[config.mk]
export PLATFORM = sky130hd
export DESIGN_NAME = tws_serial_unit
export DESIGN_NICKNAME = d
export VERILOG_FILES = /design/src/logic/tws_pkg.sv /design/src/logic/tws_serial_unit.sv
export SDC_FILE = /design/constraint.sdc
export NUM_CORES = 1
export LEC_CHECK = 0
export ABC_AREA = 1
export BUFFER_PORTS_ARGS = -buffer_cell sky130_fd_sc_hd__buf_4
export CAP_MARGIN = 10
export CORE_ASPECT_RATIO = 0.8
export CORE_MARGIN = 3
export CORE_UTILIZATION = 35
export DETAILED_ROUTE_END_ITERATION = 8
export HOLD_SLACK_MARGIN = 0.02
export PLACE_DENSITY = 0.65
export SYNTH_ARGS = -nofsm -noshare
export SYNTH_HDL_FRONTEND = slang
export SYNTH_SLANG_ARGS = --single-unit
[constraint.sdc]
create_clock -name core_clk -period 1.75 [get_ports core_clk]
set_input_delay 0.35 -clock core_clk [delete_from_list [all_inputs] [get_ports core_clk]]
set_output_delay 0.35 -clock core_clk [all_outputs]
set_load 0.02 [all_outputs]
[src/logic/tws_pkg.sv]
// Constants, types and register map of the three-wire serial unit.
// ****************************************************************
// Functional notes
// - In single-byte mode a write to the shift register starts one byte.
// - After completion with the active flag clear, the shift register holds received data.
// - Unit disabled: stop, data output low, clock pin high, internal reset.
// - Disabling clears address counter, trigger, shift register and active flag.
// - While the unit is disabled the buffer RAM cannot be accessed.
// - Buffer RAM contents need not survive a disable and re-enable.
// - Mode bit 6 selects single-byte (0) or automatic buffer (1) transfer.
// - Repeat select: 0 stops at the end address, 1 wraps the counter to 00H.
// - Clock source select: 0 slave on external clock, 1 master on internal.
// - Transmit disabled holds the serial data output low.
// - Receive enable bit disables (0) or enables (1) reception.
// - Base clock is the peripheral clock (0) or half of it (1).
// - Active flag is 1 from start to end; 0 after reset, disable, end or stop.
// - The trigger register accepts writes only while automatic mode is selected.
// - Automatic start or stop takes effect only after the current byte ends.
// - Stop and start request bits clear by hardware at the completion event.
// - After a stop the counter keeps its position; restart needs a new start request.
// - Completion is raised once the inter-byte interval has elapsed after a byte; as slave the code raises it at once.
// - Bit order of each byte is selectable, most or least significant first.
// ****************************************************************
package tws_pkg;

    // ****************************************************************
    // Register indices; the APB byte address is four times the index.
    // ****************************************************************
    localparam logic [15:0] IDX_MODE = 16'hFF90;
    localparam logic [15:0] IDX_STATUS = 16'hFF91;
    localparam logic [15:0] IDX_TRIGGER = 16'hFF92;
    localparam logic [15:0] IDX_SHIFT = 16'hFF96;
    localparam logic [15:0] IDX_AUTOCFG = 16'hFF98;
    localparam int APB_ADDR_W = 18;

    // Reset values and field positions.
    localparam logic [7:0] MODE_RESET = 8'h00;
    localparam logic [7:0] STATUS_RESET = 8'h00;
    localparam logic [1:0] TRIGGER_RESET = 2'h0;
    localparam logic [7:0] SHIFT_RESET = 8'h00;
    localparam int STAT_BSEL_BIT = 6;
    localparam int TRIG_STOP_BIT = 1;
    localparam int TRIG_START_BIT = 0;
    localparam int CFG_END_LSB = 0;
    localparam int CFG_IVAL_LSB = 8;
    localparam int CFG_ADDR_LSB = 16;
    localparam int BYTE_BITS = 8;
    localparam int HALF_DIV_DEFAULT = 4;

    // Mode control register, bit 7 down to bit 0.
    typedef struct packed {
        logic unit_enable;
        logic automatic_mode_select;
        logic repeat_select;
        logic clock_source_select;
        logic transmit_enable;
        logic receive_enable;
        logic first_bit_select;
        logic zero;
    } tws_mode_t;

    typedef struct packed {
        logic psel;
        logic penable;
        logic pwrite;
        logic [APB_ADDR_W-1:0] paddr;
        logic [31:0] pwdata;
    } tws_apb_req_t;

    typedef struct packed {
        logic [31:0] prdata;
        logic pready;
        logic pslverr;
    } tws_apb_rsp_t;

    typedef enum logic [2:0] {
        ST_IDLE = 3'b001,
        ST_SHIFT = 3'b010,
        ST_GAP = 3'b100
    } tws_state_t;

endpackage

[src/logic/tws_serial_unit.sv]
// Three-wire serial unit: APB registers, shift engine, pins and assertions.
//
// Our own choice: register access over APB.
`timescale 1ns/10ps
module tws_serial_unit #(
    parameter int HALF_DIV = tws_pkg::HALF_DIV_DEFAULT
)(
    input wire logic core_clk,
    input wire logic rstn,
    input wire tws_pkg::tws_apb_req_t apb_req,
    output tws_pkg::tws_apb_rsp_t apb_rsp,
    input wire logic serial_clock_in,
    output logic serial_clock_out,
    output logic serial_clock_oe,
    input wire logic serial_data_in,
    output logic serial_data_out,
    output logic completion_interrupt,
    output logic [4:0] transfer_address_counter,
    output logic buffer_access_enable
);

    // ****************************************************************
    // Elaboration checks.
    // ****************************************************************
    if (HALF_DIV < 1 || HALF_DIV > 256)
    begin : g_bad_div
        $error("HALF_DIV must lie between 1 and 256");
    end

    localparam int HC_W = $clog2(HALF_DIV + 1);
    localparam int GAP_W = 6 + $clog2(2 * HALF_DIV) + 1;
    localparam logic [HC_W-1:0] HC_LAST = HC_W'(HALF_DIV - 1);
    localparam logic [GAP_W-1:0] PERIOD = GAP_W'(2 * HALF_DIV);

    // ****************************************************************
    // Declarations.
    // ****************************************************************
    tws_pkg::tws_apb_rsp_t rsp_reg;
    tws_pkg::tws_mode_t mode_reg;
    tws_pkg::tws_state_t state_reg;
    logic bsel_reg;
    logic [1:0] trig_reg;
    logic [4:0] end_reg;
    logic [5:0] ival_reg;
    logic [7:0] sr_reg;
    logic [3:0] bit_reg;
    logic [HC_W-1:0] hc_reg;
    logic [GAP_W-1:0] gap_reg;
    logic [4:0] addr_reg;
    logic active_reg;
    logic sck_reg;
    logic sck_oe_reg;
    logic sdo_reg;
    logic irq_reg;
    logic bufen_reg;
    logic half_reg;
    logic [2:0] sck_sync_reg;
    logic [2:0] sdi_sync_reg;
    logic sck_filt_reg;
    logic sdi_filt_reg;
    logic setup;
    logic wr_acc;
    logic wr_mode;
    logic wr_stat;
    logic wr_trig;
    logic wr_shift;
    logic wr_cfg;
    logic tick;
    logic s_fall;
    logic s_rise;
    logic ev_fall;
    logic ev_rise;
    logic start_single;
    logic start_auto;
    logic byte_done;
    logic auto_end;
    logic in_bit;
    logic sdi_now;
    logic [7:0] sr_shifted;
    logic [GAP_W-1:0] gap_target;
    logic [7:0] wdata8;

    // ****************************************************************
    // APB slave.
    // ****************************************************************

    // Decode write strobes; a write lands only on the access edge with pready high.
    assign setup = apb_req.psel & ~apb_req.penable;
    assign wr_acc = apb_req.psel & apb_req.penable & apb_req.pwrite & rsp_reg.pready;
    assign wdata8 = apb_req.pwdata[7:0];
    assign wr_mode = wr_acc && apb_req.paddr == {tws_pkg::IDX_MODE, 2'b00};
    assign wr_stat = wr_acc && apb_req.paddr == {tws_pkg::IDX_STATUS, 2'b00};
    assign wr_trig = wr_acc && apb_req.paddr == {tws_pkg::IDX_TRIGGER, 2'b00};
    assign wr_shift = wr_acc && apb_req.paddr == {tws_pkg::IDX_SHIFT, 2'b00};
    assign wr_cfg = wr_acc && apb_req.paddr == {tws_pkg::IDX_AUTOCFG, 2'b00};

    // Answer one cycle after setup: read data is captured in the setup cycle,
    // so every transfer has exactly one access cycle and no wait states.
    always_ff @(posedge core_clk or negedge rstn)
    begin
        if (!rstn)
        begin
            rsp_reg <= '0;
        end
        else if (setup)
        begin
            rsp_reg.pready <= 1'b1;
            rsp_reg.pslverr <= 1'b0;
            unique case (apb_req.paddr)
                {tws_pkg::IDX_MODE, 2'b00}: rsp_reg.prdata <= {24'h000000, mode_reg};
                {tws_pkg::IDX_STATUS, 2'b00}: rsp_reg.prdata <=
                    {24'h000000, 1'b0, bsel_reg, 5'h00, active_reg};
                {tws_pkg::IDX_TRIGGER, 2'b00}: rsp_reg.prdata <= {30'h00000000, trig_reg};
                {tws_pkg::IDX_SHIFT, 2'b00}: rsp_reg.prdata <= {24'h000000, sr_reg};
                {tws_pkg::IDX_AUTOCFG, 2'b00}: rsp_reg.prdata <=
                    {11'h000, addr_reg, 2'h0, ival_reg, 3'h0, end_reg};
                default:
                begin
                    rsp_reg.prdata <= 32'h00000000;
                    rsp_reg.pslverr <= 1'b1;
                end
            endcase
        end
        else
        begin
            rsp_reg.pready <= 1'b0;
            rsp_reg.pslverr <= 1'b0;
        end
    end

    // Mode control register; bit 0 always reads zero.
    always_ff @(posedge core_clk or negedge rstn)
    begin
        if (!rstn)
        begin
            mode_reg <= tws_pkg::MODE_RESET;
        end
        else if (wr_mode)
        begin
            mode_reg <= {wdata8[7:1], 1'b0};
        end
    end

    // Base clock select and own automatic-transfer settings.
    always_ff @(posedge core_clk or negedge rstn)
    begin
        if (!rstn)
        begin
            bsel_reg <= tws_pkg::STATUS_RESET[tws_pkg::STAT_BSEL_BIT];
            end_reg <= 5'h00;
            ival_reg <= 6'h00;
        end
        else
        begin
            if (wr_stat)
            begin
                bsel_reg <= wdata8[tws_pkg::STAT_BSEL_BIT];
            end
            if (wr_cfg)
            begin
                end_reg <= apb_req.pwdata[tws_pkg::CFG_END_LSB +: 5];
                ival_reg <= apb_req.pwdata[tws_pkg::CFG_IVAL_LSB +: 6];
            end
        end
    end

    // Trigger register. A software write wins over the hardware clear so a
    // request made in the completion cycle is not lost.
    always_ff @(posedge core_clk or negedge rstn)
    begin
        if (!rstn)
        begin
            trig_reg <= tws_pkg::TRIGGER_RESET;
        end
        else if (!mode_reg.unit_enable)
        begin
            trig_reg <= tws_pkg::TRIGGER_RESET;
        end
        else if (wr_trig && mode_reg.automatic_mode_select)
        begin
            trig_reg <= wdata8[1:0];
        end
        else if (byte_done)
        begin
            trig_reg <= tws_pkg::TRIGGER_RESET;
        end
    end

    // ****************************************************************
    // Pin synchronisers and base clock.
    // ****************************************************************

    // Three flops per pin; a new level counts once the second and third agree.
    always_ff @(posedge core_clk or negedge rstn)
    begin
        if (!rstn)
        begin
            sck_sync_reg <= 3'h7;
            sdi_sync_reg <= 3'h0;
            sck_filt_reg <= 1'b1;
            sdi_filt_reg <= 1'b0;
        end
        else
        begin
            sck_sync_reg <= {sck_sync_reg[1:0], serial_clock_in};
            sdi_sync_reg <= {sdi_sync_reg[1:0], serial_data_in};
            if (sck_sync_reg[1] == sck_sync_reg[2])
            begin
                sck_filt_reg <= sck_sync_reg[2];
            end
            if (sdi_sync_reg[1] == sdi_sync_reg[2])
            begin
                sdi_filt_reg <= sdi_sync_reg[2];
            end
        end
    end

    assign s_fall = sck_filt_reg & (sck_sync_reg[1] == sck_sync_reg[2]) & ~sck_sync_reg[2];
    assign s_rise = ~sck_filt_reg & (sck_sync_reg[1] == sck_sync_reg[2]) & sck_sync_reg[2];

    // Half-rate enable; with base select at 1 the master divider and gap counter advance every other cycle.
    always_ff @(posedge core_clk or negedge rstn)
    begin
        if (!rstn)
        begin
            half_reg <= 1'b0;
        end
        else
        begin
            half_reg <= ~half_reg;
        end
    end

    assign tick = ~bsel_reg | half_reg;

    // ****************************************************************
    // Shift engine.
    // ****************************************************************

    // Edge source: internal divider as master, the filtered pin as slave.
    assign ev_fall = mode_reg.clock_source_select ?
        (tick && hc_reg == HC_LAST && sck_reg) : s_fall;
    assign ev_rise = mode_reg.clock_source_select ?
        (tick && hc_reg == HC_LAST && !sck_reg) : s_rise;

    // Received bit is zero while reception is off. The data pin counts on the edge at
    // which its second and third flops agree, a cycle ahead of the filtered copy, so a
    // peer that changes data on the falling clock still meets a four-tick half period.
    assign sdi_now = (sdi_sync_reg[1] == sdi_sync_reg[2]) ? sdi_sync_reg[2] : sdi_filt_reg;
    assign in_bit = mode_reg.receive_enable & sdi_now;
    assign sr_shifted = mode_reg.first_bit_select ?
        {in_bit, sr_reg[7:1]} : {sr_reg[6:0], in_bit};

    // The inter-byte gap only applies as master; a slave finishes at once.
    assign gap_target = mode_reg.clock_source_select ?
        GAP_W'(ival_reg) * PERIOD : '0;
    assign byte_done = state_reg == tws_pkg::ST_GAP && gap_reg >= gap_target;
    assign auto_end = trig_reg[tws_pkg::TRIG_STOP_BIT]
        || (addr_reg == end_reg && !mode_reg.repeat_select);

    // Single mode starts on a shift write; automatic mode on the start bit.
    assign start_single = wr_shift && !active_reg
        && !mode_reg.automatic_mode_select;
    assign start_auto = mode_reg.automatic_mode_select
        && trig_reg[tws_pkg::TRIG_START_BIT] && !active_reg;

    // Disable acts as a clear on the next edge rather than a true asynchronous
    // reset, so no register reset is ever derived from logic.
    always_ff @(posedge core_clk or negedge rstn)
    begin
        if (!rstn)
        begin
            state_reg <= tws_pkg::ST_IDLE;
            sr_reg <= tws_pkg::SHIFT_RESET;
            bit_reg <= 4'h0;
            hc_reg <= '0;
            gap_reg <= '0;
            addr_reg <= 5'h00;
            active_reg <= 1'b0;
            sck_reg <= 1'b1;
            sdo_reg <= 1'b0;
            irq_reg <= 1'b0;
        end
        else if (!mode_reg.unit_enable)
        begin
            state_reg <= tws_pkg::ST_IDLE;
            sr_reg <= tws_pkg::SHIFT_RESET;
            bit_reg <= 4'h0;
            hc_reg <= '0;
            gap_reg <= '0;
            addr_reg <= 5'h00;
            active_reg <= 1'b0;
            sck_reg <= 1'b1;
            sdo_reg <= 1'b0;
            irq_reg <= 1'b0;
        end
        else
        begin
            irq_reg <= 1'b0;
            unique case (state_reg)
                tws_pkg::ST_IDLE:
                begin
                    bit_reg <= 4'h0;
                    hc_reg <= '0;
                    sck_reg <= 1'b1;
                    if (start_single)
                    begin
                        sr_reg <= wdata8;
                        active_reg <= 1'b1;
                        state_reg <= tws_pkg::ST_SHIFT;
                        sdo_reg <= mode_reg.first_bit_select ? wdata8[0] : wdata8[7];
                    end
                    else if (start_auto)
                    begin
                        addr_reg <= 5'h00;
                        active_reg <= 1'b1;
                        state_reg <= tws_pkg::ST_SHIFT;
                        sdo_reg <= mode_reg.first_bit_select ? sr_reg[0] : sr_reg[7];
                    end
                end
                tws_pkg::ST_SHIFT:
                begin
                    // Master divider; a stop request is not looked at here.
                    if (mode_reg.clock_source_select && tick)
                    begin
                        hc_reg <= (hc_reg == HC_LAST) ? '0 : hc_reg + 1'b1;
                        if (hc_reg == HC_LAST)
                        begin
                            sck_reg <= ~sck_reg;
                        end
                    end
                    if (ev_fall && bit_reg != 4'h0)
                    begin
                        sdo_reg <= mode_reg.first_bit_select ? sr_reg[0] : sr_reg[7];
                    end
                    if (ev_rise)
                    begin
                        sr_reg <= sr_shifted;
                        bit_reg <= bit_reg + 1'b1;
                        if (bit_reg == 4'(tws_pkg::BYTE_BITS - 1))
                        begin
                            state_reg <= tws_pkg::ST_GAP;
                            gap_reg <= '0;
                        end
                    end
                end
                tws_pkg::ST_GAP:
                begin
                    sck_reg <= 1'b1;
                    if (byte_done)
                    begin
                        irq_reg <= 1'b1;
                        bit_reg <= 4'h0;
                        hc_reg <= '0;
                        if (!mode_reg.automatic_mode_select || auto_end)
                        begin
                            // Stop keeps the counter where it stopped.
                            active_reg <= 1'b0;
                            state_reg <= tws_pkg::ST_IDLE;
                        end
                        else
                        begin
                            addr_reg <= (addr_reg == end_reg) ? 5'h00 : addr_reg + 1'b1;
                            state_reg <= tws_pkg::ST_SHIFT;
                            sdo_reg <= mode_reg.first_bit_select ? sr_reg[0] : sr_reg[7];
                        end
                    end
                    else if (tick)
                    begin
                        gap_reg <= gap_reg + 1'b1;
                    end
                end
            endcase
            if (!mode_reg.clock_source_select)
            begin
                sck_reg <= 1'b1;
            end
            if (!mode_reg.transmit_enable)
            begin
                sdo_reg <= 1'b0;
            end
        end
    end

    // Clock pin is driven as master, and held high while the unit is off.
    always_ff @(posedge core_clk or negedge rstn)
    begin
        if (!rstn)
        begin
            sck_oe_reg <= 1'b1;
            bufen_reg <= 1'b0;
        end
        else
        begin
            sck_oe_reg <= ~mode_reg.unit_enable | mode_reg.clock_source_select;
            bufen_reg <= mode_reg.unit_enable;
        end
    end

    assign apb_rsp = rsp_reg;
    assign serial_clock_out = sck_reg;
    assign serial_clock_oe = sck_oe_reg;
    assign serial_data_out = sdo_reg;
    assign completion_interrupt = irq_reg;
    assign transfer_address_counter = addr_reg;
    assign buffer_access_enable = bufen_reg;
endmodule

==> results of run 1 <==
==> stage by stage <==
stage	power [W]	TNS [ns]	area, um^2	setup WS, ns
5_1_grt	0.00708	-8.55	6530	-0.402
4_1_cts	0.00652	-2.44	6400	-0.173
2_1_floorplan	0.00362	-0.382	5080	-0.0557
6_report	0.00671	-4.17	6530	-0.263
3_5_place_dp	0.00425	-5.01	6020	-0.261
3_3_place_gp	0.00422	-3.56	6020	-0.190
==> worst paths after layout <==
path | startpoint | endpoint | slack (ns) | cells after the start
min in group asynchronous | rstn | apb_rsp[10] | 0.47 | 2
max | mode_reg[4] | gap_reg[2] | -0.26 | 14
min | serial_clock_in | sck_sync_reg[0] | 0.11 | 1
max in group asynchronous | rstn | state_reg[0] | 0.69 | 3
max reg2reg | mode_reg[4] | gap_reg[2] | -0.26 | 14
min reg2reg | sdi_sync_reg[0] | sdi_sync_reg[1] | 0.35 | 0
==> synthesized netlist by cell type, types with 6 or more instances <==
| cell type | number |
|---|---|
| nand2_1 | 168 |
| dfrtp_1 | 83 |
| inv_1 | 66 |
| nand3_1 | 52 |
| nor2_1 | 48 |
| o21ai_1 | 39 |
| a21oi_1 | 21 |
| inv_2 | 18 |
| o21ai_0 | 17 |
| nand4_1 | 16 |
| buf_4 | 15 |
| ha_1 | 12 |
| o31ai_1 | 11 |
| clkbuf_1 | 9 |
| dfstp_2 | 7 |
| nand3_2 | 7 |
| o22ai_1 | 7 |
| nor3_1 | 6 |
==> report_power, final <==
group	internal, W	total (W)	switching, W
logic	0.000831	0.00210	0.00127
clock network	0.00140	0.00222	0.000826
registers	0.00227	0.00239	0.000124
total	0.00450	0.00671	0.00222
==> worst max-delay path, stage by stage (launching register included) <==
cell	delay, ns
dfrtp_2	0.42
nand2_1	0.07
ha_1	0.31
nand2_2	0.08
nor2_2	0.04
nor2_1	0.09
nand2_1	0.08
nand2_2	0.10
nand2_2	0.07
nand2_2	0.06
inv_2	0.05
nor3_4	0.26
buf_12	0.17
nand3_2	0.05
o21ai_1	0.08
==> cell type report <==
type,count,area share [%]
repair buffers,118,14.5
clock buffers,9,3.45
flip-flops and latches,90,34.7
multi-input cells,454,37.0
well taps,180,3.45
repair inverters,1,0.0959
clock inverters,7,1.78
inverters,86,5.06
==> cells by family after synthesis <==
logic type                 synth area share (%)
AOI/OAI and AO/OA                          12.4
buffers and inverters                      10.1
and+or+nand+nor                            28.3
adders and majority gates                  2.99
other                                    0.0747
xor gates and xnor gates                   1.05
DFF                                        45.0
==> routing by layer <==
layer | GRT usage (%) | up-vias
li1 | - | 2326
met1 | 26.1 | 2178
met2 | 23.6 | 140
met3 | 4.35 | 10
met4 | 2.32 | 0
met5 | 0 | -
==> what timing repair did <==
item                                   CTS  global route
cloned                                   0             1
setup buffers                            1             3
setup endpoints to repair               28            38
endpoints found under the hold margin   22             0
pin swaps                                0            11
gates resized for setup                  8            28
hold buffers                             1             0
==> out/metrics.yaml, run 1 <==
synth_area_mm2: 0.00502
finalHoldViolCount: 0
worst_slack_ns: -0.263
fin_hold_ws_ns: 0.114
cts.clk_slew.worst_paths_ns: 0.07
largest_reg_flops: 21
required_ns: 2.02
finalClockSkew_ns: 0.00703
yosysTopAreaCellShare_pct: 41.4
final_cell_mix: "159 x nand2_1, 111 x buf_4, 82 x dfrtp_1"
io_buffer_count: 69
synth_cell_types: 46
grt_antenna_before_repair: 0
async_flop_share_pct: 100
io_pins: 101
critPathMaxFanout: 8
fill_cells: 1368
cts_buffer_depth: 2
final_common_cell: "nand2_1"
fp.dieH_um: 113
hpwl_um: 9910
grt_max_degree: 42
netlist_top_cells_area: "dfrtp_1 41%, nand2_1 13%, nand3_1 5.2%"
p_leak_nw: 3.24
cts_buffers: 9
clock_latency_ns: 0.34
grt_first_pass_wirelength_um: 21600
place.gp.congestion: 0.892
synth_top_cell_by_area: "dfrtp_1"
vias: 4654
grt_use_total_pct: 16.7
multi_input_area_mm2: 0.00241
arrival_ns: 2.28
met3_length_um: 1020
core.rowCount: 38
cts.sinks: 90
path_class: "reg -> reg"
setup_viol: 24
hold_path.class: "in -> reg"
die_x_um: 140
final_util_pct: 47.3
period_share_pct: 115
rsz0062_at_grt: "true"
regArea_mm2: 0.00226
finalCriticalPeriod_ns: 2.01
instances_no_fill: 945
root_buffer: "clkbuf_16"
layout-drive-gt1-share_pct: 27.1
diodes: 0
synth-seq-cells: 90
synth-edff-count: 0
synth.avg_cell_area_um2: 7.76
met2WireLength_um: 5530
worst_setup_path_end_kind: "flop"
start_kind: "flop"
initial_core_util_pct: 36.4
coreArea_mm2: 0.0138
wire_per_inst_um: 14.0
top_layer_used: "met4"
totalWireLength_um: 13200
fmax_ghz: 0.497
ys.flop_type: "dfrtp_1"
violations: "negative setup slack"
dieArea_mm2: 0.0158
vias_per_cell: 4.92
cts_tree: "done"
drt_iter0_markers: 303
ir_drop_uv: 671
maxSlewViolCount: 0
dp.cells: 925
postRouteAntennaNets: 0
ys_seq_area_share_pct: 45.0
num-nets-final: 829
drc: 0
syn_inst: 647
area_growth_pct: 30.0
power_density_mw_per_mm2: 1030
first_global_vias: 4246
ys.warnings.count: 0
first_pass_iters: 6
wl_met1_um: 6570
grt_overflow: 0
htree_levels: 3
maxCapViolCount: 0
status: "finished, violations left"
Note: power is estimated with default switching activity, not from simulation.
==> run 2, diff against run 1 <==
--- a/config.mk
+++ b/config.mk
@@ -9,7 +9,7 @@
 export BUFFER_PORTS_ARGS = -buffer_cell sky130_fd_sc_hd__buf_4
 export CAP_MARGIN = 10
 export CORE_ASPECT_RATIO = 0.8
-export CORE_MARGIN = 3
+export CORE_MARGIN = 4
 export CORE_UTILIZATION = 35
 export DETAILED_ROUTE_END_ITERATION = 8
 export HOLD_SLACK_MARGIN = 0.02
==> run 2 against run 1 <==
Routed wire length rose by 1.4%. Sequential power barely moved. Via count rose by 0.69%. Worst setup slack improved by 0.045 ns. Register-to-register slack improved by 0.05 ns. Non-clock buffer count rose by 9. Maximum frequency rose by 2.3%. The flow still finishes with violations (negative setup slack). Clock power barely moved. Highest routed layer unchanged. Die area rose by 3.2%. Sequential share of layout area fell by 0.86 points. Combinational power barely moved. Clock-buffer cell count rose by 2.
==> out/metrics.yaml, run 2 (synthesis gave the netlist of run 1 again) <==
dp.cells: 929  # +0.43%
power_frac_comb_pct: 31.5  # +0.3 points
seqPwrFrac_pct: 35.6  # about the same
totalWireLength_um: 13400  # +1.4%
grt_first_pass_wirelength_um: 21000  # -2.9%
drt_iter0_markers: 310  # +2.3%
area_growth_pct: 33.3
p_int_w: 0.00448  # -0.43%
vias: 4686  # +0.69%
worst_slack_ns: -0.218  # +0.0452 ns
r2r_start: "mode_reg[4]"
wire_per_inst_um: 14.0  # +0.47%
start_kind: "flop"
place.gp.congestion: 0.906  # +1.5%
first_pass_iters: 5  # -1
critPathLaunch: "mode_reg[4]"
dieArea_mm2: 0.0163  # +3.2%
grt_overflow: 0  # unchanged
instances_no_fill: 954  # +0.95%
status: "finished, violations left"
final_util_pct: 48.5  # +1.2 points
num-nets-final: 838  # +1.1%
layout-drive-gt1-share_pct: 30.5  # +3.4 points
violations: "negative setup slack"
period_share_pct: 112  # -2.6 points
largest_reg_flops: 21  # unchanged
final_common_cell: "nand2_1"
initial_core_util_pct: 36.4  # unchanged
power_density_mw_per_mm2: 1000  # -2.4%
finalCriticalPeriod_ns: 1.97  # -0.0452 ns
postRouteAntennaNets: 0  # unchanged
grt_antenna_before_repair: 0  # unchanged
diodes: 0  # unchanged
fp.dieH_um: 115  # +1.8%
hpwl_um: 9690  # -2.2%
worst_setup_path_end_kind: "flop"
maxCapViolCount: 0  # unchanged
ir_drop_uv: 558  # -17%
finalHoldViolCount: 0  # unchanged
htree_levels: 3  # unchanged
cts_tree: "done"
switchingPower_w: 0.00224  # +1.0%
maxSlewViolCount: 0  # unchanged
grt_max_degree: 91  # +120%
cts_buffers: 9  # unchanged
core.rowCount: 38  # unchanged
p_sw_share_pct: 33.3  # +0.32 points
cts.sinks: 90  # unchanged
setup_viol: 29  # +21%
drc: 0  # unchanged
hold_path.class: "in -> async"
p_leak_nw: 3.28  # +1.0%
finalClockSkew_ns: 0.00925  # +0.00222 ns
cts_buffer_depth: 2  # unchanged
rsz0062_at_grt: "true"
first_global_vias: 4248  # +0.047%
grt_use_total_pct: 15.8  # -0.82 points
path_class: "reg -> reg"
vias_per_cell: 4.91  # -0.26%
io_pins: 101  # unchanged
cts.clk_slew.worst_paths_ns: 0.06  # about the same
critPathMaxFanout: 7  # -1
final_cell_mix: "150 x nand2_1, 119 x buf_4, 82 x dfrtp_1"
coreArea_mm2: 0.0138  # unchanged
fin_hold_ws_ns: 0.0481  # -0.0663 ns
ctsHoldBuffers: 0  # -1
arrival_ns: 2.20  # -0.08 ns
die_x_um: 142  # +1.4%
required_ns: 1.98  # -0.04 ns
io_buffer_count: 69  # unchanged
root_buffer: "clkbuf_16"
power_frac_clock_pct: 32.9  # -0.2 points
clock_latency_ns: 0.35  # about the same
fmax_ghz: 0.508  # +2.3%
setup_tns_ns: -4.49  # -0.318 ns
run 2: changes by cell type in the layout (fill, tap and decap cells not counted), moves of 3 or more:
cell	delta
nand2_1	-9
ha_1	-5
o21ai_0	-4
buf_6	+3
nand2_4	+3
ha_4	+4
buf_4	+8
nand2_2	+6
run 2: power groups by stage:
stage	combinational (W)	clock [W]	sequential, W
CTS	0.00184	0.00224	0.00239
finish	0.00212	0.00221	0.00239
floorplan	0.00121	0	0.00241
global placement	0.00177	0	0.00242
detailed placement	0.00180	0	0.00243
global route	0.00234	0.00233	0.00241
run 2: final timing paths:
kind                                               end  slack (ns)  cells past startpoint
max                        transfer_address_counter[4]       -0.22                     15
min                                        apb_rsp[12]        0.05                      2
min reg2reg                            sdi_sync_reg[1]        0.35                      0
max in group asynchronous                 state_reg[0]        1.30                      2
max reg2reg                transfer_address_counter[4]       -0.22                     15
min in group core_clk                  sck_sync_reg[0]        0.10                      1
run 2: cell type report:
type | instances | area, um^2
Clock inverter | 5 | 103
Fill cell | 1368 | 7100
Clock buffer | 11 | 233
Multi-Input combinational cell | 455 | 2530
Tap cell | 180 | 225
Sequential cell | 90 | 2260
Inverter | 86 | 340
Timing Repair Buffer | 127 | 995
run 2: worst max-delay path: stages, from the launching register on:
cell and delay, ns:
dfrtp_2 0.47, nand2_2 0.09, inv_2 0.04, ha_4 0.25
nand2_2 0.05, nor2_2 0.09, nand2_1 0.06, nand2_1 0.08
nand2_2 0.08, buf_6 0.13, nand3_4 0.09, nand2_4 0.07
inv_6 0.08, nand3_4 0.12, nand2_1 0.09, o21ai_1 0.06
run 2: layer usage:
metal	vias to the layer above	routed length (um)	global-route usage, %
li1	2350	-	-
met1	2206	6780	25.0
met2	119	5630	21.8
met3	11	873	4.07
met4	0	103	2.94
met5	-	0	0
run 2: repair_timing:
item	in CTS	in global routing
cloned	0	2
hold endpoints to repair	0	0
pin swaps	2	25
resized for setup	8	62
setup endpoints to repair	29	38
setup buffers	2	5
run 2: through the flow:
step | cell area [um^2] | setup slack (ns) | power (W)
finish | 6690 | -0.218 | 0.00672
CTS | 6410 | -0.156 | 0.00647
global route | 6690 | -0.364 | 0.00709
detailed placement | 6040 | -0.259 | 0.00422
floorplan | 5080 | -0.0557 | 0.00362
global placement | 6040 | -0.207 | 0.00420
